## src/include/fcs_regs.svh

```systemverilog
// Register offsets, field positions, command codes and counts of the flash sequencer
`ifndef FCS_REGS_SVH
`define FCS_REGS_SVH
`define FCS_CTRL0_OFS 16'h0000
`define FCS_CTRL1_OFS 16'h0004
`define FCS_WIN_BIT 15
`define FCS_C0_READY 0
`define FCS_C0_REWRITE 1
`define FCS_C0_LOCKDIS 2
`define FCS_C0_PERR 6
`define FCS_C0_EERR 7
`define FCS_C1_EW1 1
`define FCS_C1_LOCKRES 6
`define FCS_SR_READY 7
`define FCS_SR_EERR 5
`define FCS_SR_PERR 4
`define FCS_CMD_RDARR 8'hff
`define FCS_CMD_RDSTAT 8'h70
`define FCS_CMD_CLRSTAT 8'h50
`define FCS_CMD_PROG 8'h40
`define FCS_CMD_ERASE 8'h20
`define FCS_CMD_ERALL 8'ha7
`define FCS_CMD_LOCKPRG 8'h77
`define FCS_CMD_LOCKRD 8'h71
`define FCS_CMD_CONFIRM 8'hd0
`define FCS_LOCK_CYC 4'h4
`define FCS_ERASED_WORD 16'hffff
`endif

```

## src/include/fcs_pkg.sv

```systemverilog
// Types of the flash command sequencer
package fcs_pkg;
	typedef enum logic [2:0] {
		FCS_IDLE,
		FCS_SECOND,
		FCS_PROG_RD,
		FCS_PROG_WR,
		FCS_ERASE,
		FCS_LOCK_OP
	} fcs_state_t;
	typedef enum logic {
		FCS_RD_ARRAY,
		FCS_RD_STATUS
	} fcs_rdmode_t;
endpackage

```

## src/include/fcs_mem_if.sv

```systemverilog
// Port between the sequencer and the flash array
`timescale 1ns/1ps
interface fcs_mem_if #(
	parameter int AW = 8,
	parameter int DW = 16
);
	logic [AW-1:0] addr;
	logic          wr_en;
	logic [DW-1:0] wr_data;
	logic [DW-1:0] rd_data;
	modport ctrl (output addr, output wr_en, output wr_data, input rd_data);
	modport mem (input addr, input wr_en, input wr_data, output rd_data);
endinterface

```

## src/hdl/fcs_mem.sv

```systemverilog
// Flash array model with registered read data
`timescale 1ns/1ps
module fcs_mem #(
	parameter int AW    = 8,
	parameter int DW    = 16,
	parameter int DEPTH = 224
) (
	input wire logic clk_i, // System clock
	fcs_mem_if.mem   port_io // Array port
);
	logic [DW-1:0] cells [DEPTH];
	logic [DW-1:0] rd_q;

	if (DEPTH > 2**AW || DEPTH < 1)
	begin : g_chk
		$error("fcs_mem: DEPTH does not fit AW");
	end

	always_ff @(posedge clk_i)
	begin
		if (port_io.wr_en)
			cells[port_io.addr] <= port_io.wr_data;
		rd_q <= cells[port_io.addr];
	end

	assign port_io.rd_data = rd_q;
endmodule // fcs_mem

```

## src/hdl/fcs_top.sv

```systemverilog
// Flash command sequencer with classic Wishbone register and array window
//
// Added by the designer: the register offsets and the Wishbone interface to the registers.
`timescale 1ns/1ps
`include "fcs_regs.svh"
module fcs_top #(
	parameter int WORDS_PER_BLOCK = 16,
	parameter int NUM_BLOCKS      = 14
) (
	input  wire logic        clk_i, // 200 MHz system clock
	input  wire logic        rst_i, // Synchronous reset, active high
	input  wire logic        cyc_i, // Wishbone cycle
	input  wire logic        stb_i, // Wishbone strobe
	input  wire logic        we_i,  // Wishbone write
	input  wire logic [15:0] adr_i, // Wishbone byte address
	input  wire logic [3:0]  sel_i, // Wishbone byte selects
	input  wire logic [31:0] dat_i, // Wishbone write data
	output logic      [31:0] dat_o, // Wishbone read data
	output logic             ack_o  // Wishbone acknowledge
);
	localparam int DEPTH = WORDS_PER_BLOCK * NUM_BLOCKS;
	localparam int AW    = $clog2(DEPTH);
	localparam int BW    = $clog2(WORDS_PER_BLOCK);
	localparam int NBW   = AW - BW;
	localparam logic [NBW-1:0] LAST_ALL = NBW'(NUM_BLOCKS - 2);

	if (NUM_BLOCKS < 2 || WORDS_PER_BLOCK < 2 || DEPTH > 8192
		|| WORDS_PER_BLOCK != 2**BW)
	begin : g_chk
		$error("fcs_top: unsupported flash geometry");
	end

	fcs_pkg::fcs_state_t  state_q, state_d;
	fcs_pkg::fcs_rdmode_t rdmode_q, rdmode_d;
	logic [7:0]            cmd_q, cmd_d;
	logic [AW-1:0]         addr_q, addr_d;
	logic [15:0]           wdata_q, wdata_d;
	logic [NBW-1:0]        blk_q, blk_d;
	logic [BW-1:0]         wcnt_q, wcnt_d;
	logic                  all_q, all_d;
	logic [3:0]            cnt_q, cnt_d;
	logic [NUM_BLOCKS-1:0] lock_q, lock_d;
	logic                  lres_q, lres_d;
	logic                  perr_q, eerr_q;
	logic                  rewrite_q, lockdis_q, ew1_q;
	logic                  wait_q, ack_q;
	logic [31:0]           dat_q;
	logic                  perr_set, eerr_set, err_clr;

	fcs_mem_if #(.AW(AW), .DW(16)) mif ();

	fcs_mem #(.AW(AW), .DW(16), .DEPTH(DEPTH)) u_mem (
		.clk_i   (clk_i),
		.port_io (mif.mem)
	);

	// Bus decode
	wire          req       = cyc_i & stb_i;
	wire          win       = adr_i[`FCS_WIN_BIT];
	wire [12:0]   fl_word   = adr_i[14:2];
	wire          fl_hit    = win & (fl_word < 13'(DEPTH)) & (adr_i[1:0] == 2'h0);
	wire          c0_hit    = (adr_i == `FCS_CTRL0_OFS);
	wire          c1_hit    = (adr_i == `FCS_CTRL1_OFS);
	wire          bus_wr    = req & we_i & wait_q;
	wire          bus_rd    = req & ~we_i & wait_q;
	wire          fl_cmd_wr = bus_wr & fl_hit & (&sel_i[1:0]) & rewrite_q;
	wire [7:0]    code      = dat_i[7:0];
	wire [AW-1:0] bus_addr  = fl_word[AW-1:0];
	wire [NBW-1:0] bus_blk  = bus_addr[AW-1:BW];
	wire          top_blk   = &bus_addr[BW-1:0];
	wire          err_any   = perr_q | eerr_q;
	wire          ready     = (state_q == fcs_pkg::FCS_IDLE) | (state_q == fcs_pkg::FCS_SECOND);
	wire          lock_sel  = lock_q[blk_q];
	wire          bus_lockd = ~lock_q[bus_blk] & ~lockdis_q;
	wire          cur_lockd = ~lock_sel & ~lockdis_q;
	wire [15:0]   prog_res  = mif.rd_data & wdata_q;
	wire          prog_bad  = (prog_res != wdata_q);
	wire [7:0]    status    = {ready, 1'b0, eerr_q, perr_q, 4'h0};
	wire [7:0]    ctrl0     = {eerr_q, perr_q, 3'h0, lockdis_q, rewrite_q, ready};
	wire [7:0]    ctrl1     = {1'b0, lres_q, 4'h0, ew1_q, 1'b0};

	always_comb
	begin
		state_d  = state_q;
		rdmode_d = rdmode_q;
		cmd_d    = cmd_q;
		addr_d   = addr_q;
		wdata_d  = wdata_q;
		blk_d    = blk_q;
		wcnt_d   = wcnt_q;
		all_d    = all_q;
		cnt_d    = cnt_q;
		lock_d   = lock_q;
		lres_d   = lres_q;
		perr_set = 1'b0;
		eerr_set = 1'b0;
		err_clr  = 1'b0;
		mif.addr    = bus_addr;
		mif.wr_en   = 1'b0;
		mif.wr_data = prog_res;
		unique case (state_q)
			fcs_pkg::FCS_IDLE:
				if (fl_cmd_wr)
				begin
					cmd_d  = code;
					addr_d = bus_addr;
					case (code)
						`FCS_CMD_RDARR: rdmode_d = fcs_pkg::FCS_RD_ARRAY;
						`FCS_CMD_RDSTAT: rdmode_d = fcs_pkg::FCS_RD_STATUS;
						`FCS_CMD_CLRSTAT: err_clr = 1'b1;
						`FCS_CMD_PROG, `FCS_CMD_ERASE, `FCS_CMD_ERALL, `FCS_CMD_LOCKPRG:
							if (!err_any)
								state_d = fcs_pkg::FCS_SECOND;
						`FCS_CMD_LOCKRD: state_d = fcs_pkg::FCS_SECOND;
						default:
						begin
							perr_set = 1'b1;
							eerr_set = 1'b1;
						end
					endcase
				end
			fcs_pkg::FCS_SECOND:
				if (fl_cmd_wr)
				begin
					state_d = fcs_pkg::FCS_IDLE;
					if (cmd_q == `FCS_CMD_PROG)
					begin
						if (bus_addr != addr_q)
						begin
							perr_set = 1'b1;
							eerr_set = 1'b1;
						end
						else
						begin
							wdata_d = dat_i[15:0];
							state_d = fcs_pkg::FCS_PROG_RD;
							if (!ew1_q)
								rdmode_d = fcs_pkg::FCS_RD_STATUS;
						end
					end
					else if (code == `FCS_CMD_RDARR)
						rdmode_d = fcs_pkg::FCS_RD_ARRAY;
					else if (code != `FCS_CMD_CONFIRM
						|| (cmd_q != `FCS_CMD_ERALL && !top_blk)
						|| (cmd_q == `FCS_CMD_LOCKPRG && bus_addr != addr_q))
					begin
						perr_set = 1'b1;
						eerr_set = 1'b1;
					end
					else
					begin
						blk_d  = bus_blk;
						wcnt_d = '0;
						all_d  = 1'b0;
						cnt_d  = `FCS_LOCK_CYC;
						if (cmd_q != `FCS_CMD_LOCKRD && !ew1_q)
							rdmode_d = fcs_pkg::FCS_RD_STATUS;
						case (cmd_q)
							`FCS_CMD_ERASE:
								if (bus_lockd)
									eerr_set = 1'b1;
								else
									state_d = fcs_pkg::FCS_ERASE;
							`FCS_CMD_ERALL:
							begin
								all_d   = 1'b1;
								blk_d   = '0;
								state_d = fcs_pkg::FCS_ERASE;
							end
							`FCS_CMD_LOCKRD:
							begin
								rdmode_d = fcs_pkg::FCS_RD_ARRAY;
								state_d  = fcs_pkg::FCS_LOCK_OP;
							end
							default: state_d = fcs_pkg::FCS_LOCK_OP;
						endcase
					end
				end
			fcs_pkg::FCS_PROG_RD:
			begin
				mif.addr = addr_q;
				state_d  = fcs_pkg::FCS_PROG_WR;
			end
			fcs_pkg::FCS_PROG_WR:
			begin
				mif.addr  = addr_q;
				mif.wr_en = ~(~lock_q[addr_q[AW-1:BW]] & ~lockdis_q);
				perr_set  = prog_bad | ~mif.wr_en;
				state_d   = fcs_pkg::FCS_IDLE;
			end
			fcs_pkg::FCS_ERASE:
			begin
				mif.addr    = {blk_q, wcnt_q};
				mif.wr_data = `FCS_ERASED_WORD;
				mif.wr_en   = ~(all_q & cur_lockd);
				wcnt_d      = BW'(wcnt_q + 1'b1);
				if ((all_q && cur_lockd) || &wcnt_q)
				begin
					wcnt_d = '0;
					if (!cur_lockd)
						lock_d[blk_q] = 1'b1;
					if (!all_q || blk_q == LAST_ALL)
						state_d = fcs_pkg::FCS_IDLE;
					else
						blk_d = NBW'(blk_q + 1'b1);
				end
			end
			fcs_pkg::FCS_LOCK_OP:
			begin
				cnt_d = cnt_q - 4'h1;
				if (cnt_q == 4'h1)
				begin
					state_d = fcs_pkg::FCS_IDLE;
					if (cmd_q == `FCS_CMD_LOCKPRG)
						lock_d[blk_q] = 1'b0;
					else
						lres_d = lock_sel;
				end
			end
		endcase
	end

	always_ff @(posedge clk_i)
	begin
		if (rst_i)
		begin
			state_q  <= fcs_pkg::FCS_IDLE;
			rdmode_q <= fcs_pkg::FCS_RD_ARRAY;
			cmd_q    <= 8'h00;
			addr_q   <= '0;
			wdata_q  <= 16'h0000;
			blk_q    <= '0;
			wcnt_q   <= '0;
			all_q    <= 1'b0;
			cnt_q    <= 4'h0;
			lock_q   <= '1;
			lres_q   <= 1'b0;
		end
		else
		begin
			state_q  <= state_d;
			rdmode_q <= rdmode_d;
			cmd_q    <= cmd_d;
			addr_q   <= addr_d;
			wdata_q  <= wdata_d;
			blk_q    <= blk_d;
			wcnt_q   <= wcnt_d;
			all_q    <= all_d;
			cnt_q    <= cnt_d;
			lock_q   <= lock_d;
			lres_q   <= lres_d;
		end
	end

	// Error flags: a set in the same cycle beats a clear
	always_ff @(posedge clk_i)
	begin
		if (rst_i)
		begin
			perr_q <= 1'b0;
			eerr_q <= 1'b0;
		end
		else
		begin
			perr_q <= (perr_q & ~err_clr) | perr_set;
			eerr_q <= (eerr_q & ~err_clr) | eerr_set;
		end
	end

	// Control bits and bus handshake
	always_ff @(posedge clk_i)
	begin
		if (rst_i)
		begin
			rewrite_q <= 1'b0;
			lockdis_q <= 1'b0;
			ew1_q     <= 1'b0;
			wait_q    <= 1'b0;
			ack_q     <= 1'b0;
			dat_q     <= 32'h0000_0000;
		end
		else
		begin
			wait_q <= req & ~wait_q & ~ack_q;
			ack_q  <= wait_q & req;
			if (bus_wr && c0_hit && sel_i[0])
			begin
				rewrite_q <= dat_i[`FCS_C0_REWRITE];
				lockdis_q <= dat_i[`FCS_C0_LOCKDIS];
			end
			if (bus_wr && c1_hit && sel_i[0])
				ew1_q <= dat_i[`FCS_C1_EW1];
			if (bus_rd)
				dat_q <= c0_hit ? {24'h0, ctrl0} :
					c1_hit ? {24'h0, ctrl1} :
					!fl_hit ? 32'h0 :
					rdmode_q == fcs_pkg::FCS_RD_STATUS ? {24'h0, status} :
					{16'h0, mif.rd_data};
		end
	end

	assign dat_o = dat_q;
	assign ack_o = ack_q;

	wire idle_wr = (state_q == fcs_pkg::FCS_IDLE) & fl_cmd_wr;
	wire sec_wr  = (state_q == fcs_pkg::FCS_SECOND) & fl_cmd_wr;
endmodule // fcs_top

```

## config.mk

```make
export PLATFORM = sky130hd
export DESIGN_NAME = fcs_top
export DESIGN_NICKNAME = d
export VERILOG_FILES = /design/src/include/fcs_pkg.sv /design/src/include/fcs_mem_if.sv /design/src/hdl/fcs_mem.sv /design/src/hdl/fcs_top.sv
export VERILOG_INCLUDE_DIRS = /design/src /design/src/include
export SDC_FILE = /design/constraint.sdc
export NUM_CORES = 2
export LEC_CHECK = 0
export CORE_MARGIN = 2
export CORE_UTILIZATION = 37
export DETAILED_ROUTE_END_ITERATION = 12
export DONT_BUFFER_PORTS = 1
export GPL_TIMING_DRIVEN = 0
export PLACE_DENSITY_LB_ADDON = 0.12
export SLEW_MARGIN = 25
export SYNTH_ARGS = -nofsm -noshare
export SYNTH_HDL_FRONTEND = slang
export SYNTH_HIERARCHICAL = 1
export SYNTH_SLANG_ARGS = --single-unit
```

## constraint.sdc

```tcl
create_clock -name clk_i -period 5.8 [get_ports clk_i]
set_input_delay 0.29 -clock clk_i [delete_from_list [all_inputs] [get_ports clk_i]]
set_output_delay 0.29 -clock clk_i [all_outputs]
set_load 0.02 [all_outputs]
```

==> flow_summary_export.csv <==
group,metric,value,unit
floorplanning,io_pins,90,
floorplanning,rows,227,
global_routing,grt_overflow_total,0,
worst_setup_path,crit_fanout,10,
global_routing,grt_max_degree,77,
sta,skew,0.04537,ns
worst_setup_path,cp_common_cell,"clkbuf_2",
yosys,syn_area_per_cell,21.42,µm²
detailed_routing,dr.pass1.iters,5,
global_routing,antenna_found_initial,41,
worst_setup_path,worst-path-buf-inv,7,
yosys,yosysUniqueCellTypes,89,
yosys,post-synth-top-count-cell,"edfxtp_1",
yosys,ys_seq_elements,3687,
sta,rsz0062_at_grt,"true",
layout,final_cells,12895,
sta,fin_crit_sh,100.6,%
clock_tree,cts_buffers,397,
global_routing,met3_usage,6.057,%
yosys,synth_edf_count,3584,
clock_tree,clock-sinks,3687,
yosys,async_reset_ff_share,0,%
layout,post-route-cell-area,173100,µm²
clock_tree,clk_root_buffer_cell,"clkbuf_16",
yosys,synth_top_flop_cell,"edfxtp_1",
outcome,violations,"negative setup slack",
sta,max_clock_freq,0.1715,GHz
worst_setup_path,crit_chain,"buf_2 > inv_1 > nor3_1 > clkbuf_2 > nor2_2 > a221o_2 > buf_2 > clkbuf_2 > buf_16 > nand2_1 > clkbuf_2 > o22ai_1 > a22oi_1 > nand2_1 > and3_1 > o311ai_2",
clock_tree,cts_htree_levels,5,
placement,portBuffers,0,
worst_setup_path,end_kind,"flip-flop",
worst_hold_path,hp-class,"primary input to flip-flop",
global_routing,grt_util_met1,35.28,%
worst_setup_path,max_stage_delay,0.68,ns
detailed_routing,drt-initial-drc-count,10744,
detailed_routing,vias,77662,
floorplanning,start_util,37.19,%
layout,drive_above_1_share,33.27,%
placement,place_area,156600,µm²
yosys,ys_seq_area_share,77.10,%
pwr,ir_drop,0.2360,mV
clock_tree,clock_path_buffers,4,
detailed_routing,wl,510800,µm
worst_setup_path,arrival,6.62,ns
floorplanning,die-area,389500,µm²
floorplanning,die_h,624.1,µm
global_routing,grt_pass1_wl,679600,µm
pwr,total_power,56.95,mW
detailed_routing,vias_per_cell,6.023,
layout,fin_nets,7582,
floorplanning,coreArea,382600,µm²
clock_tree,cts_tree,"done",
detailed_routing,remaining_drc_errors,0,
global_routing,grt_pass1_vias,75842,
detailed_routing,drtAntennaViolNets,0,
yosys,synth_common_cells,"edfxtp_1, mux4_2, nor2_1, nand2_1, o22ai_1",
outcome,outcome,"finished with violations",
placement,dpl.cell_count,11966,
sta,final_hold_viol_count,0,
yosys,synth_top_area_share,75.65,%
layout,areaGrowthSynthToFinish,21.64,%
worst_setup_path,path_class,"flip-flop to flip-flop",
worst_setup_path,worstPathRequired,6.59,ns
global_routing,grt_use_total,25.90,%
placement,hpwl,353700,µm
pwr,power.leakage,54.81,nW
global_routing,top_usage_layer,"met2",
yosys,synth_top_cell_by_area,"edfxtp_1",
yosys,syn-cell-area,142300,µm²
clock_tree,clk_pin_slew,0.06,ns
yosys,netlist_instances,6641,
worst_setup_path,cpLargestDelayFamily,"buffers and inverters",
placement,place_congestion,0.9188,
yosys,ys_warn_count,6,
sta,tightestPinTransition,1.188,ns
sta,setup_viol,8,
sta,worst_slack,-0.03209,ns
clock_tree,clk_latency,0.99,ns
sta,slew_headroom,20.78,%
sta,period_needed,5.832,ns
floorplanning,die_w,624.1,µm
pwr,cellPowerDensity,329.1,nW/µm²
sta,drv_slew,0,
global_routing,met2_usage,39.99,%
worst_setup_path,crit_slowest_cell,"o311ai_2",
worst_setup_path,startpoint_type,"flip-flop",
yosys,synth.area.top_cells,"edfxtp_1, mux4_2, dfxtp_1",
flow_run,timing.max_cap.violations,0,
detailed_routing,wire_per_inst,39.61,µm
## flip-flops by register name, indices dropped and copies added (netlist names), 3 cells and up, named ones only
name / count
dat_o: 16
wcnt_q: 4
addr_q: 8
cnt_q: 4
wdata_q: 16
u_mem/port_io.rd_data: 16
state_q: 3
u_mem/cells: 3584
blk_q: 4
cmd_q: 8
## cell usage in the layout, fill, tap and decap left out, drive strengths merged, types with 39 or more instances in the layout
| cell type | instances |
|---|---|
| nand2 | 253 |
| buf | 623 |
| o22ai | 194 |
| edfxtp | 3584 |
| nor2 | 277 |
| inv | 41 |
| dlygate4sd3 | 58 |
| nor3 | 39 |
| a22oi | 66 |
| a31oi | 42 |
| dfxtp | 103 |
| a221oi | 52 |
| o21ai | 48 |
| mux4 | 913 |
| clkinv | 186 |
| bufinv | 45 |
| clkbuf | 654 |
| a21oi | 105 |
| mux2i | 106 |
| nand3 | 70 |
## tightest hold or removal path, cell delays in order
cell       delay [ns]
and4_1           0.17
a21oi_1          0.20
nor4_2           0.09
nand3_1          0.07
and2_1           0.12
o2bb2ai_1        0.06
## metal layers
metal / up-vias / wire length, µm / part of all wire, %
met3: 889 / 48710 / 9.5
met2: 4207 / 233400 / 46
li1: 29927 / - / -
met4: 16 / 25770 / 5.0
met5: - / 283 / 0.055
met1: 42623 / 202600 / 40
## per-stage QoR
| step | setup slack [ns] | TNS, ns | utilization (%) | hold slack [ns] |
|---|---|---|---|---|
| 2_1_floorplan | 0.8273 | 0 | - | 0.3968 |
| 3_3_place_gp | -4.276 | - | 38.85 | 0.4149 |
| 3_5_place_dp | -1.738 | -3707.95 | 40.92 | 0.4081 |
| 4_1_cts | -0.07695 | -0.2844 | 44.99 | 0.009975 |
| 5_1_grt | -0.04164 | -0.1205 | 45.23 | 0.1022 |
| 6_report | -0.03209 | -0.1194 | 45.23 | 0.07898 |
## timing repair
item	in CTS	in global routing
cloned	0	0
hold buffers	58	0
setup buffers	100	36
pin swaps	67	27
setup endpoints to repair	3600	1416
hold endpoints to repair	79	0
resized for setup	198	120
## report_power, final
group          switching, mW  leakage, nW  internal [mW]
Sequential            0.0226         34.0           28.8
Combinational           1.90         14.5          0.951
Clock                   10.7         6.28           14.6
Total                   12.6         54.8           44.4
## worst paths after layout
path                                       to               startpoint  slack [ns]  cells after the start
max          u_mem/port_io.rd_data[5]$_DFF_P_  state_q[2]$_SDFFE_PP0P_       -0.03                     16
min reg2reg           wdata_q[5]$_SDFFE_PP0P_  wdata_q[5]$_SDFFE_PP0P_        0.47                      2
max reg2reg  u_mem/port_io.rd_data[5]$_DFF_P_  state_q[2]$_SDFFE_PP0P_       -0.03                     16
min                   state_q[2]$_SDFFE_PP0P_                 adr_i[5]        0.08                      6
## cells by family (layout without fill, tap and decap cells)
logic type | Yosys count | count (layout) | synth area share, %
AND/OR/NAND/NOR | 806 | 806 | 2.629
other | 1 | 31 | 0.002636
XOR/XNOR | 9 | 9 | 0.05541
AO/OA/AOI/OAI | 661 | 661 | 3.221
multiplexers | 1029 | 1029 | 15.28
adder cells (fa/ha/maj) | 9 | 9 | 0.07916
buffers and inverters | 439 | 1625 | 1.632
flip-flops | 3687 | 3687 | 77.10
## cell type report
type / instances / area [µm²]
diodes: 15 / 37.54
plain buffers: 401 / 2645
clock buffers: 473 / 10270
clock inverters: 252 / 2545
fillers: 31911 / 209500
inverters: 33 / 127.6
multi-input cells: 2530 / 33000
flip-flops and latches: 3687 / 109700
well taps: 5038 / 6304
repair buffers: 466 / 8438
(Power assumes the default switching activity.)
